### src/rtl/clock_select_pkg.sv
// Shared constants and types for the clock select and time base block.
// Assumes a single 100 MHz bus clock and an AXI4-Lite register master.
package clock_select_pkg;

    // ************************************************************
    // Clock and timing
    // ************************************************************
    localparam int CLK_PERIOD_NS = 10;
    localparam int WAIT_CERAMIC_NS = 10000000; // 10 ms
    localparam int WAIT_RC_NS = 300000;        // 300 us
    // Least times round up to whole cycles
    localparam int WAIT_CERAMIC_CYC = (WAIT_CERAMIC_NS + CLK_PERIOD_NS - 1) / CLK_PERIOD_NS;
    localparam int WAIT_RC_CYC = (WAIT_RC_NS + CLK_PERIOD_NS - 1) / CLK_PERIOD_NS;
    localparam int WAIT_W = 24;

    // ************************************************************
    // Register indices (byte address is four times the index)
    // ************************************************************
    localparam logic [7:0] IDX_FAST_TAPS = 8'h60;
    localparam logic [7:0] IDX_SLOW_TAPS = 8'h61;
    localparam logic [7:0] IDX_FREQ_CTRL = 8'h62;
    localparam logic [7:0] IDX_IRQ_STATUS = 8'h63;
    localparam logic [7:0] IDX_IRQ_MASK = 8'h64;
    localparam logic [7:0] IDX_CLK_STATUS = 8'h65;
    localparam int ADDR_W = 12;

    // ************************************************************
    // Field positions and reset values
    // ************************************************************
    localparam int FC_SYSCLK_SEL = 0;
    localparam int FC_HS_OSC_EN = 1;
    localparam int FC_OSC_TYPE = 2;
    localparam logic [3:0] FREQ_CTRL_RST = 4'h0;
    localparam logic [3:0] IRQ_RST = 4'h0;
    localparam int CS_HS_READY = 0;
    localparam int CS_SYSCLK_IS_HS = 1;

    // Counter geometry
    localparam int TICK_W = 15;
    localparam logic [TICK_W-1:0] TICK_RST = 15'h0000;
    localparam int TAP_128 = 7;   // Fast taps are bits 10..7
    localparam int TAP_8 = 11;    // Slow taps are bits 14..11
    localparam int TAP_32 = 9;
    localparam int TAP_16 = 10;
    localparam int TAP_4 = 12;
    localparam int TAP_2 = 13;

    // AXI responses
    localparam logic [1:0] RESP_OKAY = 2'h0;
    localparam logic [1:0] RESP_SLVERR = 2'h2;

    // ************************************************************
    // Types
    // ************************************************************
    typedef struct packed {
        logic osc_type_select;
        logic hs_osc_enable;
        logic sysclk_select;
    } freq_ctrl_t;

    // Request group 4: bit3 32 Hz, bit2 16 Hz, bit1 4 Hz, bit0 2 Hz
    typedef struct packed {
        logic req_tick_32;
        logic req_tick_16;
        logic req_tick_4;
        logic req_tick_2;
    } irq_request_group4_t;

    typedef struct packed {
        logic [3:0] slow;
        logic [3:0] fast;
    } taps_t;

    typedef enum logic [1:0] {
        MUX_RUN,
        MUX_PARK,
        MUX_TAKE
    } mux_state_t;

endpackage

### src/rtl/tick_counter.sv
// Fifteen-stage time base divider with tap reads, clears and falling-edge events.
// Assumes the low-speed clock arrives already synchronised to CLK.
`timescale 1ns/1ns
module tick_counter (
    // Clock and reset
    input wire logic clk,
    input wire logic rst_b,
    // Synchronised low-speed clock level
    input wire logic ls_level,
    // Divider clears, one-cycle pulses
    input wire logic clr_slow,
    input wire logic clr_fast,
    // Taps and events
    output clock_select_pkg::taps_t taps,
    output clock_select_pkg::irq_request_group4_t falls
);

    // ************************************************************
    // Counter
    // ************************************************************
    logic [clock_select_pkg::TICK_W-1:0] cnt_reg;
    logic [clock_select_pkg::TICK_W-1:0] cnt_next;
    logic ls_prev_reg;

    // Next count: clear beats the count step, so a tap never glitches high
    always_comb begin
        cnt_next = cnt_reg;
        if (ls_prev_reg && !ls_level) begin
            cnt_next = cnt_reg + 15'h0001;
        end
        if (clr_fast) begin
            cnt_next[clock_select_pkg::TAP_2+1:clock_select_pkg::TAP_128] = 8'h00;
        end else if (clr_slow) begin
            cnt_next[clock_select_pkg::TAP_2+1:clock_select_pkg::TAP_8] = 4'h0;
        end
    end

    // Count register; runs from reset with no software start
    always_ff @(posedge clk) begin
        if (!rst_b) begin
            cnt_reg <= clock_select_pkg::TICK_RST;
            ls_prev_reg <= 1'b0;
        end else begin
            cnt_reg <= cnt_next;
            ls_prev_reg <= ls_level;
        end
    end

    // ************************************************************
    // Taps and events
    // ************************************************************
    // Tap read data
    always_comb begin
        taps.fast = cnt_reg[clock_select_pkg::TAP_16:clock_select_pkg::TAP_128];
        taps.slow = cnt_reg[clock_select_pkg::TAP_2+1:clock_select_pkg::TAP_8];
    end

    // A one-to-zero step, whether counted or forced by a clear, is an event
    always_comb begin
        falls.req_tick_32 = cnt_reg[clock_select_pkg::TAP_32] & ~cnt_next[clock_select_pkg::TAP_32];
        falls.req_tick_16 = cnt_reg[clock_select_pkg::TAP_16] & ~cnt_next[clock_select_pkg::TAP_16];
        falls.req_tick_4 = cnt_reg[clock_select_pkg::TAP_4] & ~cnt_next[clock_select_pkg::TAP_4];
        falls.req_tick_2 = cnt_reg[clock_select_pkg::TAP_2] & ~cnt_next[clock_select_pkg::TAP_2];
    end

endmodule

### src/rtl/sysclk_mux.sv
// Glitch-free selector between the low-speed and high-speed clock levels.
// Assumes both levels are synchronised to CLK; output is a registered level.
`timescale 1ns/1ns
module sysclk_mux (
    // Clock and reset
    input wire logic clk,
    input wire logic rst_b,
    // Sources and request
    input wire logic ls_level,
    input wire logic hs_level,
    input wire logic want_hs,
    // Result
    output logic sysclk,
    output logic on_hs
);

    clock_select_pkg::mux_state_t state_reg;
    logic on_hs_reg;
    logic out_reg;
    logic cur_level;

    assign cur_level = on_hs_reg ? hs_level : ls_level;

    // ************************************************************
    // Switch sequence
    // ************************************************************
    // Park the output low on the old source, then take the new one only while it
    // is low, so no shortened high or low phase ever leaves the block
    always_ff @(posedge clk) begin
        if (!rst_b) begin
            state_reg <= clock_select_pkg::MUX_RUN;
            on_hs_reg <= 1'b0;
        end else begin
            case (state_reg)
                clock_select_pkg::MUX_RUN: begin
                    if (want_hs != on_hs_reg && !cur_level) begin
                        state_reg <= clock_select_pkg::MUX_PARK;
                    end
                end
                clock_select_pkg::MUX_PARK: begin
                    if (want_hs == on_hs_reg) begin
                        state_reg <= clock_select_pkg::MUX_RUN;
                    end else if (!(want_hs ? hs_level : ls_level)) begin
                        on_hs_reg <= want_hs;
                        state_reg <= clock_select_pkg::MUX_TAKE;
                    end
                end
                clock_select_pkg::MUX_TAKE: begin
                    state_reg <= clock_select_pkg::MUX_RUN;
                end
                default: begin
                    state_reg <= clock_select_pkg::MUX_RUN;
                end
            endcase
        end
    end

    // Output level, held low while parked
    always_ff @(posedge clk) begin
        if (!rst_b) begin
            out_reg <= 1'b0;
        end else if (state_reg == clock_select_pkg::MUX_RUN && !(want_hs != on_hs_reg && !cur_level)) begin
            out_reg <= cur_level;
        end else begin
            out_reg <= 1'b0;
        end
    end

    assign sysclk = out_reg;
    assign on_hs = on_hs_reg;

endmodule

### src/rtl/clock_select_top.sv
// Clock select, high-speed oscillator control and time base with interrupts.
// Assumes an AXI4-Lite master on CLK and the two clock pins from outside.
//
// What this block does
// - Frequency control bit 2 picks RC (0) or ceramic (1); resets to 0.
// - Bit 0 picks system clock: 0 low-speed, 1 high-speed; resets to 0.
// - Bit 1 starts (1) or stops (0) the high-speed oscillator; resets to 0.
// - The low-speed crystal clock keeps running always, even on high-speed.
// - Enabling starts the oscillator in the mode the type bit currently gives.
// - Returning from high-speed to low-speed clock needs no wait.
// - Fifteen-bit tick counter advances on each falling edge of 32.768 kHz.
// - Reset clears the tick counter; counting then starts by itself.
// - Falls of 32, 16, 4, 2 Hz taps set request bits 3, 2, 1, 0.
// - Tap reads: fast register 16..128 Hz, slow register 1..8 Hz, bits 3..0.
// - Slow write clears 1-8 Hz stages; fast write clears all eight stages.
// - Tap register writes clear stages whatever the written data.
// - A clear dropping a set 32/16/4/2 Hz tap raises that request too.
// - Request group clears at reset; accepting an interrupt clears its bit.
//
// The AXI4-Lite interface to the registers was decided locally.
`timescale 1ns/1ns
module clock_select_top #(
    parameter int WAIT_CERAMIC_CYC = clock_select_pkg::WAIT_CERAMIC_CYC
) (
    // Clock and reset
    input wire logic CLK,
    input wire logic RST_B,
    // AXI4-Lite write address
    input wire logic [clock_select_pkg::ADDR_W-1:0] S_AXI_AWADDR,
    input wire logic [2:0] S_AXI_AWPROT,
    input wire logic S_AXI_AWVALID,
    output logic S_AXI_AWREADY,
    // AXI4-Lite write data
    input wire logic [31:0] S_AXI_WDATA,
    input wire logic [3:0] S_AXI_WSTRB,
    input wire logic S_AXI_WVALID,
    output logic S_AXI_WREADY,
    // AXI4-Lite write response
    output logic [1:0] S_AXI_BRESP,
    output logic S_AXI_BVALID,
    input wire logic S_AXI_BREADY,
    // AXI4-Lite read address
    input wire logic [clock_select_pkg::ADDR_W-1:0] S_AXI_ARADDR,
    input wire logic [2:0] S_AXI_ARPROT,
    input wire logic S_AXI_ARVALID,
    output logic S_AXI_ARREADY,
    // AXI4-Lite read data
    output logic [31:0] S_AXI_RDATA,
    output logic [1:0] S_AXI_RRESP,
    output logic S_AXI_RVALID,
    input wire logic S_AXI_RREADY,
    // Clock pins from the oscillators
    input wire logic LS_CLK_IN,
    input wire logic HS_CLK_IN,
    // Oscillator controls
    output logic LS_OSC_RUN,
    output logic HS_OSC_ENABLE,
    output logic OSC_TYPE_CERAMIC,
    // System clock
    output logic SYSCLK_OUT,
    output logic SYSCLK_ON_HS,
    // Interrupt side
    input wire logic [3:0] IRQ_ACCEPT,
    output logic [3:0] IRQ_REQ_GROUP4,
    output logic IRQ
);

    // ************************************************************
    // Helpers
    // ************************************************************
    // Word index of a byte address; address bit 11 makes it unmapped, bit 10 is ignored
    function automatic logic [8:0] word_index(input logic [clock_select_pkg::ADDR_W-1:0] a);
        word_index = {a[clock_select_pkg::ADDR_W-1], a[9:2]};
    endfunction

    function automatic logic hits(input logic [8:0] idx, input logic [7:0] reg_idx);
        hits = (idx == {1'b0, reg_idx});
    endfunction

    // ************************************************************
    // Pin synchronisers
    // ************************************************************
    logic ls_meta_reg;
    logic ls_sync_reg;
    logic hs_meta_reg;
    logic hs_sync_reg;

    // Two flops each; only the second is read by logic
    always_ff @(posedge CLK) begin
        if (!RST_B) begin
            ls_meta_reg <= 1'b0;
            ls_sync_reg <= 1'b0;
            hs_meta_reg <= 1'b0;
            hs_sync_reg <= 1'b0;
        end else begin
            ls_meta_reg <= LS_CLK_IN;
            ls_sync_reg <= ls_meta_reg;
            hs_meta_reg <= HS_CLK_IN;
            hs_sync_reg <= hs_meta_reg;
        end
    end

    // ************************************************************
    // AXI4-Lite write path
    // ************************************************************
    logic aw_held_reg;
    logic w_held_reg;
    logic [clock_select_pkg::ADDR_W-1:0] awaddr_reg;
    logic [31:0] wdata_reg;
    logic [3:0] wstrb_reg;
    logic bvalid_reg;
    logic [1:0] bresp_reg;
    logic wr_fire;
    logic [8:0] wr_idx;
    logic wr_mapped;

    // Address and data are taken in either order; a held item blocks its own channel
    assign S_AXI_AWREADY = !aw_held_reg && !bvalid_reg;
    assign S_AXI_WREADY = !w_held_reg && !bvalid_reg;
    assign wr_fire = aw_held_reg && w_held_reg && !bvalid_reg;
    assign wr_idx = word_index(awaddr_reg);
    assign wr_mapped = hits(wr_idx, clock_select_pkg::IDX_FAST_TAPS) || hits(wr_idx, clock_select_pkg::IDX_SLOW_TAPS)
        || hits(wr_idx, clock_select_pkg::IDX_FREQ_CTRL) || hits(wr_idx, clock_select_pkg::IDX_IRQ_STATUS)
        || hits(wr_idx, clock_select_pkg::IDX_IRQ_MASK) || hits(wr_idx, clock_select_pkg::IDX_CLK_STATUS);

    // Capture of address and data halves
    always_ff @(posedge CLK) begin
        if (!RST_B) begin
            aw_held_reg <= 1'b0;
            w_held_reg <= 1'b0;
            awaddr_reg <= '0;
            wdata_reg <= 32'h0000_0000;
            wstrb_reg <= 4'h0;
        end else begin
            if (S_AXI_AWVALID && S_AXI_AWREADY) begin
                aw_held_reg <= 1'b1;
                awaddr_reg <= S_AXI_AWADDR;
            end else if (wr_fire) begin
                aw_held_reg <= 1'b0;
            end
            if (S_AXI_WVALID && S_AXI_WREADY) begin
                w_held_reg <= 1'b1;
                wdata_reg <= S_AXI_WDATA;
                wstrb_reg <= S_AXI_WSTRB;
            end else if (wr_fire) begin
                w_held_reg <= 1'b0;
            end
        end
    end

    // Write response, one cycle after both halves are in
    always_ff @(posedge CLK) begin
        if (!RST_B) begin
            bvalid_reg <= 1'b0;
            bresp_reg <= clock_select_pkg::RESP_OKAY;
        end else if (wr_fire) begin
            bvalid_reg <= 1'b1;
            bresp_reg <= wr_mapped ? clock_select_pkg::RESP_OKAY : clock_select_pkg::RESP_SLVERR;
        end else if (S_AXI_BREADY) begin
            bvalid_reg <= 1'b0;
        end
    end

    assign S_AXI_BVALID = bvalid_reg;
    assign S_AXI_BRESP = bresp_reg;

    // Per-register write strobes; only byte lane 0 carries data
    logic wr_lane0;
    logic clr_fast;
    logic clr_slow;
    assign wr_lane0 = wr_fire && wstrb_reg[0];
    assign clr_fast = wr_fire && hits(wr_idx, clock_select_pkg::IDX_FAST_TAPS);
    assign clr_slow = wr_fire && hits(wr_idx, clock_select_pkg::IDX_SLOW_TAPS);

    // ************************************************************
    // Frequency control and oscillator
    // ************************************************************
    clock_select_pkg::freq_ctrl_t fc_reg;

    // Software-owned control bits, all zero after reset
    always_ff @(posedge CLK) begin
        if (!RST_B) begin
            fc_reg <= clock_select_pkg::FREQ_CTRL_RST[2:0];
        end else if (wr_lane0 && hits(wr_idx, clock_select_pkg::IDX_FREQ_CTRL)) begin
            fc_reg.osc_type_select <= wdata_reg[clock_select_pkg::FC_OSC_TYPE];
            fc_reg.hs_osc_enable <= wdata_reg[clock_select_pkg::FC_HS_OSC_EN];
            fc_reg.sysclk_select <= wdata_reg[clock_select_pkg::FC_SYSCLK_SEL];
        end
    end

    // Oscillator drive follows the current type bit, so enabling starts that mode
    assign HS_OSC_ENABLE = fc_reg.hs_osc_enable;
    assign OSC_TYPE_CERAMIC = fc_reg.osc_type_select;
    assign LS_OSC_RUN = 1'b1;

    // Settle timer: tells software when the documented wait has passed.
    // It only reports; the select bit is not gated, software keeps the wait.
    logic [clock_select_pkg::WAIT_W-1:0] settle_reg;
    logic hs_ready_reg;
    logic [clock_select_pkg::WAIT_W-1:0] settle_goal;
    assign settle_goal = fc_reg.osc_type_select ? clock_select_pkg::WAIT_W'(WAIT_CERAMIC_CYC)
        : clock_select_pkg::WAIT_W'(clock_select_pkg::WAIT_RC_CYC);

    always_ff @(posedge CLK) begin
        if (!RST_B) begin
            settle_reg <= '0;
            hs_ready_reg <= 1'b0;
        end else if (!fc_reg.hs_osc_enable) begin
            settle_reg <= '0;
            hs_ready_reg <= 1'b0;
        end else if (settle_reg >= settle_goal - 1'b1) begin
            hs_ready_reg <= 1'b1;
        end else begin
            settle_reg <= settle_reg + 1'b1;
        end
    end

    // ************************************************************
    // System clock selection
    // ************************************************************
    sysclk_mux u_mux (
        .clk(CLK),
        .rst_b(RST_B),
        .ls_level(ls_sync_reg),
        .hs_level(hs_sync_reg),
        .want_hs(fc_reg.sysclk_select),
        .sysclk(SYSCLK_OUT),
        .on_hs(SYSCLK_ON_HS)
    );

    // ************************************************************
    // Time base
    // ************************************************************
    clock_select_pkg::taps_t taps;
    clock_select_pkg::irq_request_group4_t falls;

    tick_counter u_tick (
        .clk(CLK),
        .rst_b(RST_B),
        .ls_level(ls_sync_reg),
        .clr_slow(clr_slow),
        .clr_fast(clr_fast),
        .taps(taps),
        .falls(falls)
    );

    // ************************************************************
    // Request group 4 and mask
    // ************************************************************
    logic [3:0] req_reg;
    logic [3:0] mask_reg;
    logic [3:0] req_clear;
    assign req_clear = (wr_lane0 && hits(wr_idx, clock_select_pkg::IDX_IRQ_STATUS) ? wdata_reg[3:0] : 4'h0)
        | IRQ_ACCEPT;

    // Sticky requests; a new event in the clearing cycle survives
    always_ff @(posedge CLK) begin
        if (!RST_B) begin
            req_reg <= clock_select_pkg::IRQ_RST;
        end else begin
            req_reg <= (req_reg & ~req_clear) | falls;
        end
    end

    // Mask register, same layout as the requests
    always_ff @(posedge CLK) begin
        if (!RST_B) begin
            mask_reg <= clock_select_pkg::IRQ_RST;
        end else if (wr_lane0 && hits(wr_idx, clock_select_pkg::IDX_IRQ_MASK)) begin
            mask_reg <= wdata_reg[3:0];
        end
    end

    assign IRQ_REQ_GROUP4 = req_reg;
    assign IRQ = |(req_reg & mask_reg);

    // ************************************************************
    // AXI4-Lite read path
    // ************************************************************
    logic rvalid_reg;
    logic [31:0] rdata_reg;
    logic [1:0] rresp_reg;
    logic [8:0] rd_idx;
    logic [3:0] rd_val;
    logic rd_ok;

    assign S_AXI_ARREADY = !rvalid_reg;
    assign rd_idx = word_index(S_AXI_ARADDR);

    // Read decode; upper bits of every word read as zero
    always_comb begin
        rd_val = 4'h0;
        rd_ok = 1'b1;
        if (hits(rd_idx, clock_select_pkg::IDX_FAST_TAPS)) begin
            rd_val = taps.fast;
        end else if (hits(rd_idx, clock_select_pkg::IDX_SLOW_TAPS)) begin
            rd_val = taps.slow;
        end else if (hits(rd_idx, clock_select_pkg::IDX_FREQ_CTRL)) begin
            rd_val = {1'b0, fc_reg};
        end else if (hits(rd_idx, clock_select_pkg::IDX_IRQ_STATUS)) begin
            rd_val = req_reg;
        end else if (hits(rd_idx, clock_select_pkg::IDX_IRQ_MASK)) begin
            rd_val = mask_reg;
        end else if (hits(rd_idx, clock_select_pkg::IDX_CLK_STATUS)) begin
            rd_val[clock_select_pkg::CS_HS_READY] = hs_ready_reg;
            rd_val[clock_select_pkg::CS_SYSCLK_IS_HS] = SYSCLK_ON_HS;
        end else begin
            rd_ok = 1'b0;
        end
    end

    // Read answer one cycle after the address is taken
    always_ff @(posedge CLK) begin
        if (!RST_B) begin
            rvalid_reg <= 1'b0;
            rdata_reg <= 32'h0000_0000;
            rresp_reg <= clock_select_pkg::RESP_OKAY;
        end else if (S_AXI_ARVALID && !rvalid_reg) begin
            rvalid_reg <= 1'b1;
            rdata_reg <= {28'h0000000, rd_val};
            rresp_reg <= rd_ok ? clock_select_pkg::RESP_OKAY : clock_select_pkg::RESP_SLVERR;
        end else if (S_AXI_RREADY) begin
            rvalid_reg <= 1'b0;
        end
    end

    assign S_AXI_RVALID = rvalid_reg;
    assign S_AXI_RDATA = rdata_reg;
    assign S_AXI_RRESP = rresp_reg;

endmodule

### config.mk
export PLATFORM = sky130hd
export DESIGN_NAME = clock_select_top
export DESIGN_NICKNAME = d
export VERILOG_FILES = /design/src/rtl/clock_select_pkg.sv /design/src/rtl/tick_counter.sv /design/src/rtl/sysclk_mux.sv /design/src/rtl/clock_select_top.sv
export SDC_FILE = /design/constraint.sdc
export NUM_CORES = 1
export LEC_CHECK = 0
export BUFFER_PORTS_ARGS = -buffer_cell sky130_fd_sc_hd__buf_2
export CORE_UTILIZATION = 35
export CTS_CLUSTER_DIAMETER = 30
export DETAILED_ROUTE_END_ITERATION = 8
export GPL_TIMING_DRIVEN = 0
export SLEW_MARGIN = 5
export SYNTH_ARGS = -nofsm -noshare
export SYNTH_HDL_FRONTEND = slang
export SYNTH_HIERARCHICAL = 1
export SYNTH_SLANG_ARGS = --single-unit
### constraint.sdc
create_clock -name CLK -period 2.7 [get_ports CLK]
set_input_delay 0.405 -clock CLK [delete_from_list [all_inputs] [get_ports CLK]]
set_output_delay 0.405 -clock CLK [all_outputs]
set_load 0.02 [all_outputs]
Yosys cells after proc, flatten, opt, wreduce, memory -nomap -nowiden
Cells that the tools add are included.

storage, ports and cells
  bits in writable memories = 0
  latch bits = 0
  register bits after elaboration = 89
  memories = 0
  memory bits (read-only) = 0

operators by class
  equality and inequality tests = 17
  div/mod/pow operators = 0
  shift operators = 0
  multiply operators = 0
  bitwise logic cells = 16
  multiplexer cells = 34
  $lt $le $gt $ge = 1
  reduce and logical (&&, ||, !) cells = 40
  add/sub/neg operators = 3

operators with widths
  cell                     number
  $eq A9 B7 Y1 const B     12
  $add A24 B1 Y24 const B  1
  $ge A24 B24 Y1           1
  $mux W4                  6
  $sub A20 B1 Y21 const B  1
  $mux W20                 1
  $logic_and A1 B1 Y1      16
  $mux W2                  8
  $add A15 B1 Y15 const B  1
  $mux W1                  15
  $mux W14                 1
  $and A4 B4 Y4            2
  $or A4 B4 Y4             2
  $reduce_bool A2 Y1       4
  $logic_not A1 Y1         7
  $not A1 Y1               7
  $mux W3                  2
  $reduce_and A2 Y1        3
  $logic_or A1 B1 Y1       5
  $and A1 B1 Y1            4
  $not A4 Y4               1
  $pmux W2 S2              1
  $reduce_or A4 Y1         1
  $ne A3 B2 Y1 const B     1
  8 further kinds          8

Depth between registers and ports, before layout
Gate-level depths: netlist of run 1.

  depth after elaboration = 9
  mapped depth = 9

Hierarchy
The synthesis of run 1 kept the hierarchy.

by module, submodules not included
  module            area each (µm²)  cells an instance  times used  sequential area each (µm²)
  clock_select_top  3454.6           398                1           1281.2
  tick_counter      879.6            98                 1           320.3
  sysclk_mux        192.7            21                 1           80.1

Worst setup path before layout of run 1
Ideal clock, no wire load.

  path kind = flip-flop to flip-flop
  start point = reg fc_reg, in the netlist OSC_TYPE_CERAMIC
  end point = reg settle_reg[19] in the netlist's numbering
  setup slack = -7 ps
  data required time = 2630 ps
  library setup time = 70 ps
  arrival time = 2637 ps
  cell stages (with the launch flop) = 10
  buffers on the path = 1
  path through = dfxtp_1 -> inv_1 -> ha_1 -> a41o_1 -> a211oi_2 -> o21bai_2 -> a21o_1 -> buf_6 -> or4_1 -> a21oi_1

on the way
  word-level cells in the longest chain between the ends = 3

ends and longest elaborated chain
  item                      line                     text
  start: declaration        clock_select_top.sv:178  clock_select_pkg::freq_ctrl_t fc_reg;
  start signal: assignment  clock_select_top.sv:183  fc_reg <= clock_select_pkg::FREQ_CTRL_RST[2:0];
  $mux W20                  clock_select_top.sv:201  assign settle_goal = fc_reg.osc_type_select ? clock_select_pkg::WAIT_W'(WAIT_CERAMIC_CYC)
  $sub A20 B1 Y21           clock_select_top.sv:211  end else if (settle_reg >= settle_goal - 1'b1) begin
  $ge A24 B24 Y1            clock_select_top.sv:211
  end signal: assignment    clock_select_top.sv:214  settle_reg <= settle_reg + 1'b1;
  end: declaration          clock_select_top.sv:198  logic [clock_select_pkg::WAIT_W-1:0] settle_reg;

No other way between the ends.
A chain may end at the register's enable or synchronous reset.

Worst setup path after layout of run 1
Same ends and word-level chain as after synthesis.

==> out/metrics.yaml, run 1 <==
synth_cell_types: 64
antenna_cells: 0
synth.most_common_cell: "dfxtp_1"
io_pins: 130
p_total_mw: 2.79
grtUsageTotal: 0.165
worst_r2r_endpoint: "settle_reg[19]"
grt_pass1_vias: 3576
fin_area_um2: 5490
finalCriticalPeriod_ns: 2.56
hold_viol: 0
synth_area_um2: 4530
drv_cap: 0
dpl.cell_count: 772
crit_arrival_ns: 2.83
cp_max_fo: 10
synthTopCellsByArea: "dfxtp_1 (37%), buf_4 (6.5%), mux2i_1 (4.6%)"
nets: 708
syn-instance-count: 517
num_vias: 3869
cts_root_buf: "clkbuf_16"
cts_sinks: 84
drtIter0Drc: 130
hpwlAfterDp_um: 7950
clk_latency_ns: 0.34
hold_end: "ls_meta_reg"
min_from: "LS_CLK_IN"
yosysWarnings: 6
holdBufCountCts: 0
worst_setup_path_start_kind: "register"
crit_required_ns: 2.97
synth_flop_cell: "dfxtp_1"
cts_tree: "built"
largest_register_ffs: 24
maxSlewViolCount: 0
hold_class: "input port to register"
port_buffers: 54
p_per_area_nw_per_um2: 508
status: "completed"
yosys-top-cells-count: "dfxtp_1 (84), nand2_1 (52), buf_4 (39), a21oi_1 (34), nor2_1 (29)"
drt_pass1_iterations: 4
overflow: 0
fin_crit_sh: 0.950
fin_cells: 794
synthArstFlopShare: 0
antenna_left: 0
fp.coreArea_um2: 12600
seq_area_frac_synth: 0.371
std_cell_rows: 41
synth_edf_count: 0
wirelength_um: 10400
antenna_found_initial: 0
fmax_ghz: 0.390
vdd_drop_max_mv: 0.309
viasPerCell: 4.87
syn2layout_area_growth_pct: 21.3
yosysTopAreaCell: "dfxtp_1"
htreeDepth: 3
drc_errors: 0
place_area_um2: 5120
setup_viol: 0
drive_above_1_share: 0.217
start_util: 0.359
hold_depth: 2
clock_skew_ns: 0.0104
grt_pass1_wl_um: 17300
tightest_slew_ns: 0.800
reg2reg_depth: 9
cts_made_buffers: 9
cp-end-kind: "register"
grt_max_degree: 17
slew_headroom: 0.466
dieHeight_um: 116
r2r_slack_ns: 0.14
regToRegStartpoint: "OSC_TYPE_CERAMIC"
fp.dieW_um: 116
clock_path_buffers: 2
path_clk_slew_ns: 0.06
power.leakage_nw: 2.21
syn_area_per_cell_um2: 8.76
synth_top_area_share: 0.371
avgRoutedWirePerCell_um: 13.2
synth-seq-cells: 84
die_area_um2: 13400
critPathKind: "register to register"
place.gp.congestion: 0.827
## stage by stage
step	setup slack, ns	utilization	setup TNS [ns]	hold WS, ns
2_1_floorplan	0.149	-	0	0.412
3_3_place_gp	-0.0171	0.406	-0.0171	0.418
3_5_place_dp	-0.0216	0.406	-0.0216	0.426
4_1_cts	0.0323	0.431	0	0.266
5_1_grt	-0.00643	0.435	-0.00798	0.266
6_report	0.136	0.435	0	0.272
## where the power goes
part / switching [mW] / leakage [nW] / internal (mW) / total [mW]
clock network: 0.537 / 0.152 / 0.731 / 1.27
logic: 0.134 / 1.38 / 0.101 / 0.235
registers: 0.0225 / 0.682 / 1.26 / 1.29
## critical path, stage by stage, from the launching register on
cell	delay [ns]
dfxtp_4	0.39
clkinvlp_4	0.11
ha_1	0.30
a41o_1	0.25
a211oi_2	0.26
o21bai_4	0.15
a21o_1	0.24
buf_6	0.16
or4_1	0.50
a21oi_1	0.14
## routing by layer
metal | vias up | share of wire | global-route usage
met5 | - | 0 | 0
met4 | 0 | 0.023 | 0.0675
met3 | 18 | 0.039 | 0.0340
met2 | 79 | 0.47 | 0.270
met1 | 1779 | 0.47 | 0.213
li1 | 1993 | - | -
## cell families (layout without fill, tap and decap cells)
logic type                 Yosys count  in the layout  share of synthesized area
DFF                                 84             84                      0.371
AOI/OAI and AO/OA                  114            114                      0.179
other                                2             31                    0.00166
muxes                               24             24                     0.0589
adders and majority gates           12             12                     0.0332
and+or+nand+nor                    196            196                      0.240
buffers and inverters               76            152                     0.0987
xor gates and xnor gates             9              9                     0.0174
## how the worst max path moves through the flow
stage / startpoint / endpoint / slack, ns / depth (start not counted)
floorplan: OSC_TYPE_CERAMIC / settle_reg[19] / 0.15 / 9
global placement: OSC_TYPE_CERAMIC / settle_reg[19] / -0.02 / 9
detailed placement: OSC_TYPE_CERAMIC / settle_reg[19] / -0.02 / 9
CTS: OSC_TYPE_CERAMIC / settle_reg[19] / 0.03 / 9
global route: OSC_TYPE_CERAMIC / settle_reg[5] / -0.006 / 9
finish: OSC_TYPE_CERAMIC / settle_reg[19] / 0.14 / 9
## area by class of cell
cell class,instances,area (um2)
Tap cell,172,215
Multi-Input combinational cell,386,2520
Clock inverter,7,81.3
Buffer,55,368
Timing Repair Buffer,60,313
Fill cell,1280,7130
Inverter,21,82.6
Clock buffer,9,225
Sequential cell,84,1690
## what timing repair did
item | 4_1_cts | 5_1_grt
pin swaps | 0 | 2
resized for setup | 2 | 3
endpoints found under the setup margin | 3 | 12
buffers inserted | 0 | 6
## cell usage in the layout, fill, tap and decap left out, types with 3 or more instances in the layout
| master | count |
|---|---|
| clkbuf_16 | 9 |
| a21oi_1 | 34 |
| o21ai_0 | 14 |
| o21ai_1 | 3 |
| nand2b_1 | 18 |
| o31ai_1 | 7 |
| nor2b_1 | 18 |
| clkbuf_1 | 14 |
| nand3_1 | 14 |
| inv_1 | 20 |
| nand4b_1 | 4 |
| o22ai_1 | 4 |
| conb_1 | 31 |
| and2_1 | 9 |
| o21a_1 | 7 |
| xnor2_1 | 7 |
| a211oi_2 | 3 |
| a21boi_0 | 10 |
| nand2_1 | 52 |
| o211a_1 | 3 |
| a211oi_1 | 3 |
| and3_1 | 5 |
| a21boi_1 | 3 |
| nor4_1 | 6 |
| o41ai_1 | 3 |
| or4_1 | 6 |
| nor3_1 | 3 |
| nor2_1 | 29 |
| mux2i_1 | 21 |
| nand4_1 | 8 |
| or3_1 | 6 |
| dfxtp_1 | 83 |
| and4_1 | 3 |
| ha_1 | 12 |
| buf_2 | 54 |
| buf_4 | 44 |
(Power assumes the default switching activity.)
==> run 2: changes to the inputs <==
==> constraint.sdc (replaced) <==
create_clock -name CLK -period 2.1 [get_ports CLK]
set_input_delay 0.315 -clock CLK [delete_from_list [all_inputs] [get_ports CLK]]
set_output_delay 0.315 -clock CLK [all_outputs]
set_load 0.02 [all_outputs]
==> run 2 against run 1 <==
Net effect:
- first-iteration DRC count shrank 16%
- register-to-register slack got worse by 0.33 ns
- the flow now finishes with violations (setup timing)
- clock-buffer cell count grew 2
- core utilization is 2.6 points higher
- final cell count is 2.4% higher
- clock power increased by 27%
- setup slack worse by 0.33 ns
- sequential power increased by 29%
- critical path depth did not move
==> out/metrics.yaml, run 2 (synthesized netlist as in run 1, its figures left out) <==
status: "finished, violations left"
violations: "setup timing"
place.gp.congestion: 0.781
drtIter0Drc: 109
multi_input_area_um2: 2700
layout_common_cells: "dfxtp_1 (83), buf_4 (60), buf_2 (54)"
fin_crit_sh: 1.09
hold_depth: 2
top_layer: "met4"
grt_pass1_wl_um: 17600
avgRoutedWirePerCell_um: 13.3
route.layer.met1.wl_um: 5120
fmax_ghz: 0.435
grt_max_degree: 16
clk_latency_ns: 0.35
nets: 727
antenna_cells: 0
seq_area_um2: 1690
dieHeight_um: 116
min_from: "HS_CLK_IN"
p_total_mw: 3.57
setup_viol: 17
fp.dieW_um: 116
cts_sinks: 84
critPathKind: "register to register"
cp_max_fo: 7
reg2reg_depth: 9
largest_register_ffs: 24
regToRegStartpoint: "OSC_TYPE_CERAMIC"
drive_above_1_share: 0.273
r2r_slack_ns: -0.20
p_per_area_nw_per_um2: 613
utilization: 0.462
hold_end: "hs_meta_reg"
syn2layout_area_growth_pct: 28.7
power.leakage_nw: 2.31
rsz0062_at_grt: "yes"
drc_errors: 0
die_area_um2: 13400
grt_pass1_vias: 3647
path_clk_slew_ns: 0.07
final_common_cell: "dfxtp_1"
dr_wl_met3_um: 400
vdd_drop_max_mv: 0.372
tightest_slew_ns: 0.574
htreeDepth: 3
dr_wl_met2_um: 5060
clock_path_buffers: 2
crit_required_ns: 2.38
fp.coreArea_um2: 12600
finalCriticalPeriod_ns: 2.30
io_pins: 130
grtUsageTotal: 0.170
worst_setup_path_start_kind: "register"
cts_made_buffers: 9
cts_tree: "built"
std_cell_rows: 41
cp-end-kind: "register"
drv_cap: 0
hold_class: "input port to register"
wirelength_um: 10800
cts_root_buf: "clkbuf_16"
num_vias: 3941
start_util: 0.359
slew_headroom: 0.618
antenna_left: 0
hold_viol: 0
maxSlewViolCount: 0
worst_r2r_endpoint: "settle_reg[19]"
clock_skew_ns: 0.0103
crit_arrival_ns: 2.57
drt_pass1_iterations: 4
hpwlAfterDp_um: 7880
overflow: 0
viasPerCell: 4.85
antenna_found_initial: 0
setup_slack_ns: -0.197
dp_worst_setup_slack_ns: -0.559
port_buffers: 54
nFillCells: 1258
## run 2: through the flow
stage                     hold WS, ns  setup TNS [ns]  instances  area (um2)
after floorplan                 0.412          -0.581        546        4660
after global placement          0.419           -5.95        772        5150
after detailed placement        0.422           -8.04        772        5150
after CTS                       0.165           -2.15        802        5630
after global routing            0.169           -4.24        813        5830
final                           0.176           -2.02        813        5830
## run 2: worst max-delay path by stage
stage / start / end / slack, ns / cells after the start
final: OSC_TYPE_CERAMIC / settle_reg[19] / -0.20 / 9
after global routing: OSC_TYPE_CERAMIC / settle_reg[11] / -0.28 / 9
after CTS: OSC_TYPE_CERAMIC / settle_reg[19] / -0.19 / 9
after detailed placement: awaddr_reg[9] / u_tick/cnt_reg[8] / -0.56 / 6
after global placement: awaddr_reg[9] / u_tick/cnt_reg[8] / -0.40 / 6
after floorplan: OSC_TYPE_CERAMIC / settle_reg[19] / -0.18 / 9
## run 2: what timing repair did
action / in CTS / in global routing
hold buffers: 0 / 0
setup buffers: 14 / 11
gates resized for setup: 16 / 21
pin swaps: 14 / 20
endpoints found under the setup margin: 34 / 35
## run 2: area by class of cell
type	count	share of cell area
flip-flops and latches	84	0.289
clock buffers	11	0.0417
well taps	172	0.0369
multi-input cells	386	0.463
inverters	21	0.0148
repair buffers	79	0.0812
clock inverters	5	0.0103
plain buffers	55	0.0631
## run 2: critical path, cell delays in order, from the launching register on
cell	delay, ns
dfxtp_4	0.41
inv_8	0.06
ha_4	0.20
a41o_1	0.18
a211oi_2	0.24
o21bai_4	0.15
a21o_1	0.21
buf_6	0.14
or4_1	0.50
a21oi_1	0.13
## run 2: per-layer routing
| layer | up-vias | GRT usage |
|---|---|---|
| met3 | 19 | 0.0403 |
| met1 | 1837 | 0.210 |
| met4 | 0 | 0.0752 |
| li1 | 2006 | - |
| met2 | 79 | 0.281 |
| met5 | - | 0 |
## run 2: where the power goes
| part | switching [mW] | total (mW) | internal, mW |
|---|---|---|---|
| Sequential | 0.0318 | 1.66 | 1.62 |
| Combinational | 0.172 | 0.302 | 0.130 |
| Clock | 0.657 | 1.61 | 0.958 |
==> run 3: changes to the inputs <==
--- a/config.mk
+++ b/config.mk
@@ -10,6 +10,7 @@
 export CTS_CLUSTER_DIAMETER = 30
 export DETAILED_ROUTE_END_ITERATION = 8
 export GPL_TIMING_DRIVEN = 0
+export RECOVER_POWER = 50
 export SLEW_MARGIN = 5
 export SYNTH_ARGS = -nofsm -noshare
 export SYNTH_HDL_FRONTEND = slang
==> run 3 against run 2 <==
Net effect:
- the run still ends with setup timing left
- die area unchanged
- clock-buffer cell count unchanged
- final cell count unchanged
- clock power about the same
- fmax about the same
- sequential cell count unchanged
- power about the same
- register-to-register slack about the same
- wire length about the same
==> out/metrics.yaml, run 3 (synthesized netlist as in run 1, its figures left out) <==
layout_common_cells: "dfxtp_1 (83), buf_4 (60), nand2_1 (52)"
final_common_cell: "dfxtp_1"
place_area_um2: 5150
grtUsageTotal: 0.170
grt_max_degree: 16
tightest_slew_ns: 0.580
htreeDepth: 3
crit_path_max_incr_delay_ns: 0.50
drtIter0Drc: 106
antenna_cells: 0
combPwrFrac: 0.084
clock_skew_ns: 0.00950
io_pins: 130
std_cell_rows: 41
p_total_mw: 3.57
drive_above_1_share: 0.245
hold_class: "input port to register"
maxSlewViolCount: 0
finalCriticalPeriod_ns: 2.30
cts_tree: "built"
cts_sinks: 84
fin_area_um2: 5800
antenna_found_initial: 0
vdd_drop_max_mv: 0.373
nets: 727
start_util: 0.359
hpwlAfterDp_um: 7880
fp.dieW_um: 116
p_seq_frac: 0.464
p_per_area_nw_per_um2: 616
power.leakage_nw: 2.24
fmax_ghz: 0.436
regToRegStartpoint: "OSC_TYPE_CERAMIC"
hold_viol: 0
syn2layout_area_growth_pct: 28.1
setup_slack_ns: -0.195
critPathLaunch: "OSC_TYPE_CERAMIC"
setup_viol: 17
drv_cap: 0
cp-end-kind: "register"
violations: "setup timing"
critPathKind: "register to register"
antenna_left: 0
crit_arrival_ns: 2.57
grt_pass1_wl_um: 17600
utilization: 0.459
worst_setup_path_start_kind: "register"
place.gp.congestion: 0.781
port_buffers: 54
status: "finished, violations left"
p_sw_uw: 862
cp_cell_sequence: "inv_8 -> ha_4 -> a41o_1 -> a211oi_2 -> o21bai_4 -> a21o_1 -> buf_6 -> or4_1 -> a21oi_1"
cts_made_buffers: 9
num_vias: 3947
avgRoutedWirePerCell_um: 13.3
viasPerCell: 4.85
dp_worst_setup_slack_ns: -0.559
min_from: "HS_CLK_IN"
crit_slowest_cell: "or4_1"
wirelength_um: 10800
grt_pass1_vias: 3647
largest_register_ffs: 24
clock_path_buffers: 2
fin_crit_sh: 1.09
clk_latency_ns: 0.35
fp.coreArea_um2: 12600
slew_headroom: 0.613
pwr-share-clk: 0.453
dieHeight_um: 116
drt_pass1_iterations: 4
die_area_um2: 13400
path_clk_slew_ns: 0.07
overflow: 0
switching_share: 0.241
p_int_mw: 2.71
drc_errors: 0
cp_max_fo: 7
cts_root_buf: "clkbuf_16"
crit_required_ns: 2.38
rsz0062_at_grt: "yes"
[run 3: cell types whose count changed in the layout (fill, tap and decap cells not counted), sizes merged]
cell | before | now
buf | 120 | 102
clkbuf | 25 | 43
[run 3: power by group through the flow]
stage	clock network, mW	registers (mW)	logic, mW
2_1_floorplan	0	1.69	0.218
3_3_place_gp	0	1.69	0.298
3_5_place_dp	0	1.69	0.301
4_1_cts	1.65	1.66	0.303
5_1_grt	1.74	1.66	0.336
6_report	1.62	1.66	0.298
[run 3: final timing paths]
path,endpoint,slack [ns],cells past startpoint
hold reg to reg,ls_sync_reg,0.44,1
setup / recovery,settle_reg[19],-0.20,9
setup reg to reg,settle_reg[19],-0.20,9
hold / removal,hs_meta_reg,0.18,2
[run 3: stage by stage]
stage	hold slack [ns]	cells	TNS, ns
floorplan	0.412	546	-0.581
global placement	0.419	772	-5.95
detailed placement	0.422	772	-8.04
CTS	0.165	802	-2.15
global route	0.169	813	-4.24
finish	0.175	813	-2.01
[run 3: area by class of cell]
type | count | area [um2]
buffer | 55 | 360
clock buffer | 11 | 243
clock inverter | 5 | 60.1
fill | 1264 | 6820
inverter | 21 | 86.3
multi-input combinational | 386 | 2700
sequential | 84 | 1690
tap | 172 | 215
timing repair buffer | 79 | 452
[run 3: critical path, delay by kind of cell (launching register included)]
family / cells / cell delay, ns
simple gates: 1 / 0.50
buf+inv: 2 / 0.20
fa+ha+maj: 1 / 0.20
flops: 1 / 0.41
compound gates: 5 / 0.91
[run 3: what timing repair did]
action,4_1_cts,5_1_grt
cloned,0,0
resized for setup,16,21
setup buffers,14,11
hold buffers,0,0
endpoints found under the setup margin,34,35
pin swaps,14,20
[run 3: layer usage]
metal	global-route usage	up-vias	share of wire
met5	0	-	0
met4	0.0752	0	0.023
met3	0.0403	19	0.037
met2	0.281	76	0.47
met1	0.210	1842	0.47
li1	-	2010	-
